File: src/core/vtg_pkg.sv
// vertical timing package: register map, field layout, compare offsets
// assumes byte addressing on the register bus and 11-bit line fields
package vtg_pkg;

  // ****************************************
  // widths
  // ****************************************
  localparam int ADDR_W = 16;
  localparam int DATA_W = 32;
  localparam int LINE_W = 11;
  localparam int NUM_REGS = 9;
  localparam int IDX_W = 4;

  // ****************************************
  // register byte addresses
  // ****************************************
  localparam logic [15:0] FRAME_LINES_OFS = 16'h8340;
  localparam logic [15:0] BLANK_LINES_OFS = 16'h8344;
  localparam logic [15:0] CRT_VSYNC_LINES_OFS = 16'h8348;
  localparam logic [15:0] PANEL_VSYNC_LINES_OFS = 16'h834c;
  localparam logic [15:0] POINTER_HORIZ_OFS = 16'h8350;
  localparam logic [15:0] SCANLINE_OFS = 16'h8354;
  localparam logic [15:0] POINTER_VERT_OFS = 16'h8358;
  localparam logic [15:0] SPLIT_COMPARE_OFS = 16'h835c;
  localparam logic [15:0] TIMING_CONTROL_OFS = 16'h8360;

  // ****************************************
  // register indices (word steps from the first register)
  // ****************************************
  localparam logic [3:0] IDX_FRAME_LINES = 4'h0;
  localparam logic [3:0] IDX_BLANK_LINES = 4'h1;
  localparam logic [3:0] IDX_CRT_VSYNC = 4'h2;
  localparam logic [3:0] IDX_PANEL_VSYNC = 4'h3;
  localparam logic [3:0] IDX_POINTER_HORIZ = 4'h4;
  localparam logic [3:0] IDX_SCANLINE = 4'h5;
  localparam logic [3:0] IDX_POINTER_VERT = 4'h6;
  localparam logic [3:0] IDX_SPLIT_COMPARE = 4'h7;
  localparam logic [3:0] IDX_CONTROL = 4'h8;

  // ****************************************
  // field layout
  // ****************************************
  localparam int LO_LSB = 0;
  localparam int LO_MSB = 10;
  localparam int HI_LSB = 16;
  localparam int HI_MSB = 26;
  localparam int CTRL_INTERLACE_BIT = 0;
  localparam int CTRL_SPLIT_BIT = 1;
  localparam logic [31:0] PAIR_FIELD_MASK = 32'h07ff07ff;
  localparam logic [31:0] LOW_FIELD_MASK = 32'h000007ff;
  localparam logic [31:0] CONTROL_MASK = 32'h00000003;
  localparam logic [31:0] READ_ONLY_MASK = 32'h00000000;
  localparam logic [31:0] REG_RESET = 32'h00000000;
  localparam logic [31:0] UNMAPPED_READ = 32'h00000000;

  // ****************************************
  // line compare offsets
  // ****************************************
  localparam logic [10:0] CRT_LINE_OFFSET = 11'h001;
  localparam logic [10:0] PANEL_LINE_OFFSET = 11'h002;
  localparam logic [10:0] LINE_ALL_ONES = 11'h7ff;
  localparam logic [10:0] LINE_ZERO = 11'h000;
  localparam logic [10:0] LINE_STEP = 11'h001;

  // writable bits of each register
  function automatic logic [31:0] regMask(input logic [3:0] idx);
    logic [31:0] m;
    m = READ_ONLY_MASK;
    case (idx)
      IDX_FRAME_LINES, IDX_BLANK_LINES, IDX_CRT_VSYNC,
      IDX_PANEL_VSYNC: m = PAIR_FIELD_MASK;
      IDX_POINTER_HORIZ, IDX_POINTER_VERT,
      IDX_SPLIT_COMPARE: m = LOW_FIELD_MASK;
      IDX_CONTROL: m = CONTROL_MASK;
      default: m = READ_ONLY_MASK;
    endcase
    return m;
  endfunction

endpackage

File: src/core/vtg_line_window.sv
// one begin/finish line window: flag set and cleared by line compares
// assumes step pulses in the same cycle the line counter shows its new value
`timescale 1ns/10ps
`default_nettype none

module vtg_line_window #(
  parameter logic [10:0] LINE_OFFSET = 11'h001
) (
  // clock and reset
  input wire logic ref_clk,
  input wire logic sys_rst,
  // line input
  input wire logic step,
  input wire logic [10:0] line,
  // programmed lines
  input wire logic [10:0] beginLine,
  input wire logic [10:0] finishLine,
  // window flag
  output logic active
);

  logic activeQ;
  logic activeD;
  logic [10:0] beginMatch;
  logic [10:0] finishMatch;

  // ****************************************
  // compare
  // ****************************************
  always_comb begin
    beginMatch = 11'(beginLine + LINE_OFFSET);
    finishMatch = 11'(finishLine + LINE_OFFSET);
    activeD = activeQ;
    if (step && (line == beginMatch)) begin
      activeD = 1'b1;
    end else if (step && (line == finishMatch)) begin
      activeD = 1'b0;
    end
  end

  always_ff @(posedge ref_clk) begin
    if (sys_rst) begin
      activeQ <= 1'b0;
    end else begin
      activeQ <= activeD;
    end
  end

  assign active = activeQ;

endmodule // vtg_line_window

`default_nettype wire

File: src/core/vtg_vertical_timing.sv
// vertical timing generator with cursor position and split line compare
// assumes crtHsync, panelHsync and halfLineStrobe come from horizontal
// timing on ref_clk; registers reached over avalon-mm with waitrequest
//
// Summary of operation
// - vertical blank starts on line equal to blank-begin field plus one
// - interlaced mode: blank window starts after active lines and ends at line zero
// - crt vertical sync ends on line equal to sync-finish plus one
// - crt vertical sync starts on line equal to sync-begin plus one
// - interlaced: line counter steps twice per scan line
// - panel vertical sync ends on line equal to panel finish plus two
// - panel vertical sync starts on line equal to panel begin plus two
// - panel vertical sync is retimed to panel horizontal sync
// - written cursor coordinates take effect only at next frame start
// - read-only register reports the current scan line
// - split mode: lower screen begins at split compare line
// - cursor group is four 32-bit registers from 8350h to 835ch
// - cursor x and y positions held in separate registers
// - line counter advances on the horizontal sync transition
// - programmed total-lines value sets the frame length
//
// Register access over Avalon-MM is this design's own decision.
`timescale 1ns/10ps
`default_nettype none

module vtg_vertical_timing (
  // clock and reset
  input wire logic ref_clk,
  input wire logic sys_rst,
  // avalon-mm slave
  input wire logic [15:0] avs_address,
  input wire logic avs_read,
  input wire logic avs_write,
  input wire logic [31:0] avs_writedata,
  input wire logic [3:0] avs_byteenable,
  output logic [31:0] avs_readdata,
  output logic avs_waitrequest,
  // horizontal timing inputs
  input wire logic crtHsync,
  input wire logic panelHsync,
  input wire logic halfLineStrobe,
  // display outputs
  output logic crtVblank,
  output logic crtVsync,
  output logic panelVsync,
  // cursor and line status
  output logic [10:0] cursorX,
  output logic [10:0] cursorY,
  output logic [10:0] currentLine,
  output logic frameStart,
  output logic lowerScreen
);

  // ****************************************
  // register file and bus state
  // ****************************************
  logic [31:0] regQ [vtg_pkg::NUM_REGS];
  logic [31:0] regD [vtg_pkg::NUM_REGS];
  logic ackQ;
  logic ackD;
  logic [31:0] rdataQ;
  logic [31:0] rdataD;
  logic request;
  logic hit;
  logic [15:0] wordOffset;
  logic [3:0] idx;
  logic [31:0] beMask;
  logic [31:0] readValue;

  // ****************************************
  // timing state
  // ****************************************
  logic [10:0] lineQ;
  logic [10:0] lineD;
  logic crtHsQ;
  logic crtHsD;
  logic panelHsQ;
  logic panelHsD;
  logic stepQ;
  logic stepD;
  logic frameQ;
  logic frameD;
  logic [10:0] cursorXQ;
  logic [10:0] cursorXD;
  logic [10:0] cursorYQ;
  logic [10:0] cursorYD;
  logic lowerQ;
  logic lowerD;
  logic panelVsQ;
  logic panelVsD;
  logic advance;
  logic wrapNow;
  logic interlaced;
  logic splitEnable;
  logic panelVsRaw;

  // ****************************************
  // register fields
  // ****************************************
  logic [10:0] totalLines;
  logic [10:0] activeLines;
  logic [10:0] blankBegin;
  logic [10:0] blankFinish;
  logic [10:0] blankBeginSel;
  logic [10:0] blankFinishSel;
  logic [10:0] crtSyncBegin;
  logic [10:0] crtSyncFinish;
  logic [10:0] panelSyncBegin;
  logic [10:0] panelSyncFinish;
  logic [10:0] splitLine;

  assign totalLines =
    regQ[vtg_pkg::IDX_FRAME_LINES][vtg_pkg::HI_MSB:vtg_pkg::HI_LSB];
  assign activeLines =
    regQ[vtg_pkg::IDX_FRAME_LINES][vtg_pkg::LO_MSB:vtg_pkg::LO_LSB];
  assign blankFinish =
    regQ[vtg_pkg::IDX_BLANK_LINES][vtg_pkg::HI_MSB:vtg_pkg::HI_LSB];
  assign blankBegin =
    regQ[vtg_pkg::IDX_BLANK_LINES][vtg_pkg::LO_MSB:vtg_pkg::LO_LSB];
  assign crtSyncFinish =
    regQ[vtg_pkg::IDX_CRT_VSYNC][vtg_pkg::HI_MSB:vtg_pkg::HI_LSB];
  assign crtSyncBegin =
    regQ[vtg_pkg::IDX_CRT_VSYNC][vtg_pkg::LO_MSB:vtg_pkg::LO_LSB];
  assign panelSyncFinish =
    regQ[vtg_pkg::IDX_PANEL_VSYNC][vtg_pkg::HI_MSB:vtg_pkg::HI_LSB];
  assign panelSyncBegin =
    regQ[vtg_pkg::IDX_PANEL_VSYNC][vtg_pkg::LO_MSB:vtg_pkg::LO_LSB];
  assign splitLine =
    regQ[vtg_pkg::IDX_SPLIT_COMPARE][vtg_pkg::LO_MSB:vtg_pkg::LO_LSB];
  assign interlaced =
    regQ[vtg_pkg::IDX_CONTROL][vtg_pkg::CTRL_INTERLACE_BIT];
  assign splitEnable =
    regQ[vtg_pkg::IDX_CONTROL][vtg_pkg::CTRL_SPLIT_BIT];

  // ****************************************
  // address decode and read mux
  // ****************************************
  always_comb begin
    request = avs_read | avs_write;
    wordOffset = 16'(avs_address - vtg_pkg::FRAME_LINES_OFS);
    hit = (avs_address >= vtg_pkg::FRAME_LINES_OFS) &&
          (avs_address <= vtg_pkg::TIMING_CONTROL_OFS) &&
          (avs_address[1:0] == 2'h0);
    idx = wordOffset[5:2];
    beMask = {{8{avs_byteenable[3]}}, {8{avs_byteenable[2]}},
              {8{avs_byteenable[1]}}, {8{avs_byteenable[0]}}};
    readValue = vtg_pkg::UNMAPPED_READ;
    if (hit) begin
      if (idx == vtg_pkg::IDX_SCANLINE) begin
        readValue = {21'h0, lineQ};
      end else begin
        readValue = regQ[idx];
      end
    end
  end

  // ****************************************
  // bus handshake: one wait state per access
  // ****************************************
  always_comb begin
    ackD = request & ~ackQ;
    rdataD = rdataQ;
    if (avs_read && !ackQ) begin
      rdataD = readValue;
    end
    avs_waitrequest = request & ~ackQ;
  end

  // ****************************************
  // register writes
  // ****************************************
  always_comb begin
    for (int i = 0; i < vtg_pkg::NUM_REGS; i++) begin
      regD[i] = regQ[i];
    end
    if (avs_write && ackQ && hit) begin
      regD[idx] = (regQ[idx] & ~(beMask & vtg_pkg::regMask(idx))) |
                  (avs_writedata & beMask & vtg_pkg::regMask(idx));
    end
  end

  always_ff @(posedge ref_clk) begin
    if (sys_rst) begin
      ackQ <= 1'b0;
      rdataQ <= vtg_pkg::REG_RESET;
      for (int i = 0; i < vtg_pkg::NUM_REGS; i++) begin
        regQ[i] <= vtg_pkg::REG_RESET;
      end
    end else begin
      ackQ <= ackD;
      rdataQ <= rdataD;
      for (int i = 0; i < vtg_pkg::NUM_REGS; i++) begin
        regQ[i] <= regD[i];
      end
    end
  end

  // ****************************************
  // vertical line counter
  // ****************************************
  always_comb begin
    crtHsD = crtHsync;
    panelHsD = panelHsync;
    advance = (crtHsync & ~crtHsQ) |
              (interlaced & halfLineStrobe);
    wrapNow = advance && (lineQ == totalLines);
    lineD = lineQ;
    if (wrapNow) begin
      lineD = vtg_pkg::LINE_ZERO;
    end else if (advance) begin
      lineD = 11'(lineQ + vtg_pkg::LINE_STEP);
    end
    stepD = advance;
    frameD = wrapNow;
  end

  // ****************************************
  // cursor latch and split screen
  // ****************************************
  always_comb begin
    cursorXD = cursorXQ;
    cursorYD = cursorYQ;
    if (wrapNow) begin
      cursorXD = regQ[vtg_pkg::IDX_POINTER_HORIZ][10:0];
      cursorYD = regQ[vtg_pkg::IDX_POINTER_VERT][10:0];
    end
    lowerD = lowerQ;
    if (frameQ) begin
      lowerD = 1'b0;
    end
    if (stepQ && splitEnable && (lineQ == splitLine)) begin
      lowerD = 1'b1;
    end
  end

  // ****************************************
  // blank window selection
  // ****************************************
  always_comb begin
    blankBeginSel = blankBegin;
    blankFinishSel = blankFinish;
    if (interlaced) begin
      blankBeginSel = activeLines;
      blankFinishSel = vtg_pkg::LINE_ALL_ONES;
    end
  end

  // ****************************************
  // panel sync retiming
  // ****************************************
  always_comb begin
    panelVsD = panelVsQ;
    if (panelHsync && !panelHsQ) begin
      panelVsD = panelVsRaw;
    end
  end

  always_ff @(posedge ref_clk) begin
    if (sys_rst) begin
      lineQ <= vtg_pkg::LINE_ZERO;
      crtHsQ <= 1'b0;
      panelHsQ <= 1'b0;
      stepQ <= 1'b0;
      frameQ <= 1'b0;
      cursorXQ <= vtg_pkg::LINE_ZERO;
      cursorYQ <= vtg_pkg::LINE_ZERO;
      lowerQ <= 1'b0;
      panelVsQ <= 1'b0;
    end else begin
      lineQ <= lineD;
      crtHsQ <= crtHsD;
      panelHsQ <= panelHsD;
      stepQ <= stepD;
      frameQ <= frameD;
      cursorXQ <= cursorXD;
      cursorYQ <= cursorYD;
      lowerQ <= lowerD;
      panelVsQ <= panelVsD;
    end
  end

  // ****************************************
  // line windows
  // ****************************************
  vtg_line_window #(
    .LINE_OFFSET(vtg_pkg::CRT_LINE_OFFSET)
  ) blankWindow (
    .ref_clk(ref_clk),
    .sys_rst(sys_rst),
    .step(stepQ),
    .line(lineQ),
    .beginLine(blankBeginSel),
    .finishLine(blankFinishSel),
    .active(crtVblank)
  );

  vtg_line_window #(
    .LINE_OFFSET(vtg_pkg::CRT_LINE_OFFSET)
  ) crtSyncWindow (
    .ref_clk(ref_clk),
    .sys_rst(sys_rst),
    .step(stepQ),
    .line(lineQ),
    .beginLine(crtSyncBegin),
    .finishLine(crtSyncFinish),
    .active(crtVsync)
  );

  vtg_line_window #(
    .LINE_OFFSET(vtg_pkg::PANEL_LINE_OFFSET)
  ) panelSyncWindow (
    .ref_clk(ref_clk),
    .sys_rst(sys_rst),
    .step(stepQ),
    .line(lineQ),
    .beginLine(panelSyncBegin),
    .finishLine(panelSyncFinish),
    .active(panelVsRaw)
  );

  // ****************************************
  // outputs
  // ****************************************
  assign avs_readdata = rdataQ;
  assign panelVsync = panelVsQ;
  assign cursorX = cursorXQ;
  assign cursorY = cursorYQ;
  assign currentLine = lineQ;
  assign frameStart = frameQ;
  assign lowerScreen = lowerQ;

endmodule // vtg_vertical_timing

`default_nettype wire

File: config.mk
export PLATFORM = sky130hd
export DESIGN_NAME = vtg_vertical_timing
export DESIGN_NICKNAME = d
export VERILOG_FILES = /design/src/core/vtg_pkg.sv /design/src/core/vtg_line_window.sv /design/src/core/vtg_vertical_timing.sv
export SDC_FILE = /design/constraint.sdc
export NUM_CORES = 1
export LEC_CHECK = 0
export ABC_CLOCK_PERIOD_IN_PS = 6400
export BUFFER_PORTS_ARGS = -buffer_cell sky130_fd_sc_hd__buf_2
export CAP_MARGIN = 20
export CORE_MARGIN = 2
export CORE_UTILIZATION = 40
export CTS_CLUSTER_DIAMETER = 150
export CTS_CLUSTER_SIZE = 30
export DETAILED_ROUTE_END_ITERATION = 8
export SETUP_SLACK_MARGIN = 0.3
export SLEW_MARGIN = 40
export SYNTH_ARGS = -nofsm -noshare
export SYNTH_HDL_FRONTEND = slang
export SYNTH_SLANG_ARGS = --single-unit
File: constraint.sdc
create_clock -name ref_clk -period 6.4 [get_ports ref_clk]
set_input_delay 0.96 -clock ref_clk [delete_from_list [all_inputs] [get_ports ref_clk]]
set_output_delay 0.96 -clock ref_clk [all_outputs]
set_load 0.05 [all_outputs]
==> summary.md <==
| Metric | Value |
|---|---|
| Placed Area | `17530 sq um` |
| Layout Skew | `40.01 ps` |
| Synth Area in Adders | `0.5858%` |
| Fmax | `318.6 MHz` |
| Worst reg2reg path endpoint | `currentLine[8]$_SDFFE_PP0P_` |
| Cell Pwr Density | `203.8 nW/um^2` |
| Residual DRC count | `0` |
| Detail Placement HPWL | `28.89 mm` |
| Die X | `208.1 um` |
| Ys Warns | `0` |
| Reg2Reg Setup Slack | `3400 ps` |
| Synthesized flop and latch total | `363` |
| Vias | `12050` |
| Worst-margin pin slew | `904.0 ps` |
| Max-slew violations | `0` |
| Wirelength per Cell | `19.04 um` |
| Routability cong. | `0.8649` |
| Crit path required time | `6800 ps` |
| Pleak | `6.699 nW` |
| Tmin final | `3139 ps` |
| Die Span Y | `208.1 um` |
| Pre-CTS WS | `2554 ps` |
| Vias in the first global route | `11590` |
| Worst min-delay path endpoint | `regQ[5][8]$_SDFFE_PP0P_` |
| Area growth, synth to finish | `8.156%` |
| RSZ-0062 raised after global routing | `no` |
| Clk buf depth | `3` |
| Commonest non-fill, non-tap cell in the layout | `dfxtp_1` |
| Post-synth top flop | `dfxtp_1` |
| Status | `complete, no violations` |
| Vias per cell | `5.431` |
| Highest metal used | `met4` |
| Synth Area in Compound Gates | `12.17%` |
| Peak VDD IR | `213.3 uV` |
| Final #Nets | `1752` |
| Largest family of logic cells by synthesized area | `simple AND/OR/NAND/NOR gates` |
| Drt first pass iters | `5` |
| Total chip power | `3.672 mW` |
| Std-Cell Rows | `74` |
| Hold WC Path Type | `reg2reg` |
| Core area | `41020 sq um` |
| Synthesized cell area | `16660 sq um` |
| Simple logic cell fraction of the synthesized area | `18.24%` |
| Final setup fails | `0` |
| Xor/xnor share of the synthesized area | `5.866%` |
| EDFF count, synth | `0` |
| Final instance area | `18020 sq um` |
| PortBufs | `119` |
| Grt ovf | `0` |
| Die area | `43300 sq um` |
| Met3 wire length | `1.710 mm` |
| Final WL | `42.23 mm` |
| H-tree levels | `1` |
| Met2 routed WL | `19.12 mm` |
| Core Util, Final | `43.93%` |
| Commonest non-fill, non-tap cells in the layout | `dfxtp_1, nor2_1, nor2b_1, buf_2, a211oi_1` |
| Root Buffer | `clkbuf_16` |
| Worst Path Arrival | `3540 ps` |
| Antenna cells | `0` |
| Non-filler cells, final | `2218` |
| Clock slew at reported path FFs | `120 ps` |
| Share of cells above drive strength 1 | `15.36%` |
| Hold buffers post-CTS | `0` |
| Gr usage total | `19.09%` |
| CTS Buf Count | `16` |
| MaxCap Viol Count | `0` |
| Total I/O pin count | `130` |
| Final Hold Viols | `0` |
| Placed insts | `2199` |
| Fin crit share | `49.04%` |
| PostCTS Resize Cnt | `0` |
| Worst R2R Path Depth | `5` |
| Met1 wire length | `20.56 mm` |
| Mapped Avg Cell Area | `10.08 sq um` |
| Relative slew slack | `39.65%` |
| CP endpoint kind | `flop` |
| Reg2reg start | `currentLine[4]$_SDFFE_PP0P_` |
| Initial antenna violation count | `0` |
| WHS | `469.0 ps` |
| CP Class | `in2reg` |
| Final ANT Viol Nets | `0` |
| Hold_sp | `regQ[5][8]$_SDFFE_PP0P_` |
| Clock Latency Late Sink | `550 ps` |
| Sequential area share after synthesis | `43.62%` |
| CP max FO | `25` |
| Post-synth cell types | `73` |
| Largest net degree at the start of global routing | `196` |
| Initial Util | `40.62%` |
| First-pass GRT wire length | `66.22 mm` |
| Setup crit start kind | `primary input` |
| Setup WS post-layout | `3261 ps` |
| Multiplexer share of the synthesized area | `15.34%` |
| CTS Sinks | `363` |
| # Post-CTS Setup Buffers | `0` |
| Setup TNS | `0 ps` |
| Syn_nets | `1719` |
| TritonCTS clock tree | `done` |
| Hold-critical path depth | `1` |
| Ys async rst share | `0%` |
| Syn Inst Count | `1653` |
| First-iteration detailed-routing DRC count | `899` |
==> synth_stat cells (3+ instances only) <==
master    count  area share [%]
a22oi_1      23             1.0
inv_1        14            0.32
a31oi_1       6            0.23
nand3_1      32            0.96
o22ai_1       3            0.11
mux4_1       20             3.2
nand2_1      76             1.7
a21oi_1      20            0.60
mux2_2        4            0.27
a211o_1       3            0.16
nor4_1       10            0.38
a211oi_1    104             4.7
nand2b_1      8            0.30
o311ai_0      4            0.21
a222oi_1     11            0.66
mux4_2       44             5.9
xnor2_1      69             3.6
nor2_1      219             4.9
nand4_1      15            0.56
nor4b_1       4            0.21
buf_6         8            0.54
mux2i_4       9             1.2
nor2b_1     179             6.7
nand4b_1      3            0.16
and2_1        9            0.34
a211oi_2     20             1.5
o31ai_1       3            0.14
mux2i_1      79             4.7
or2_2         5            0.19
buf_1         5            0.11
and3_1        6            0.23
o21bai_1      3            0.14
nor2_4        3            0.20
buf_2        35             1.1
or3_1         5            0.19
o21ai_0      54             1.6
xor2_1       40             2.1
buf_4        11            0.50
dfxtp_1     363              44
o21ai_1       5            0.15
clkbuf_1     66             1.5
nor3_1        9            0.27
ha_1          7            0.53
==> layer usage <==
layer,GRT usage [%],up-vias
met2,30.25,269
met4,4.242,0
met5,0,-
met1,27.76,5832
li1,-,5902
met3,2.460,44
==> where the power goes <==
part           switching, mW  internal, mW
clock                  0.730         0.470
combinational          0.143        0.0646
sequential           0.00296          2.26
total                  0.876          2.80
==> cells by family after synthesis <==
group                      count (synthesis)
AOI/OAI and AO/OA                        276
xor gates and xnor gates                 110
adders and majority gates                  8
buffers and inverters                    141
DFF                                      363
muxes                                    156
and+or+nand+nor                          599
==> sequential cells by signal (all words and copies together) (netlist names), 11 cells and up <==
register,count
currentLine,11
avs_readdata,32
regQ,288
cursorY,11
cursorX,11
==> worst max-delay path by stage <==
stage | start | endpoint | slack (ps) | cells after the start
finish | avs_address[4] | regQ[2][19]$_SDFFE_PP0P_ | 3260 | 6
global route | avs_address[2] | regQ[3][19]$_SDFFE_PP0P_ | 3160 | 7
CTS | avs_address[2] | regQ[4][10]$_SDFFE_PP0P_ | 3130 | 7
detailed placement | avs_address[2] | regQ[3][19]$_SDFFE_PP0P_ | 2550 | 7
global placement | avs_address[2] | regQ[3][19]$_SDFFE_PP0P_ | 2590 | 7
floorplan | avs_write | avs_waitrequest | 3800 | 2
==> worst max-delay path: stages <==
cell      delay, ps
buf_4           280
buf_4           310
nor2_1          610
and2_1          560
mux2i_1         640
a211oi_1        160
==> area by class of cell <==
type,count,area (sq um)
Clock buffer,16,400.4
Multi-Input combinational cell,1149,8726
Inverter,14,52.55
Clock inverter,2,46.29
Tap cell,532,665.6
Timing Repair Buffer,142,860.8
Sequential cell,363,7267
Fill cell,3923,23000
Power figures use the tool's default switching activity.
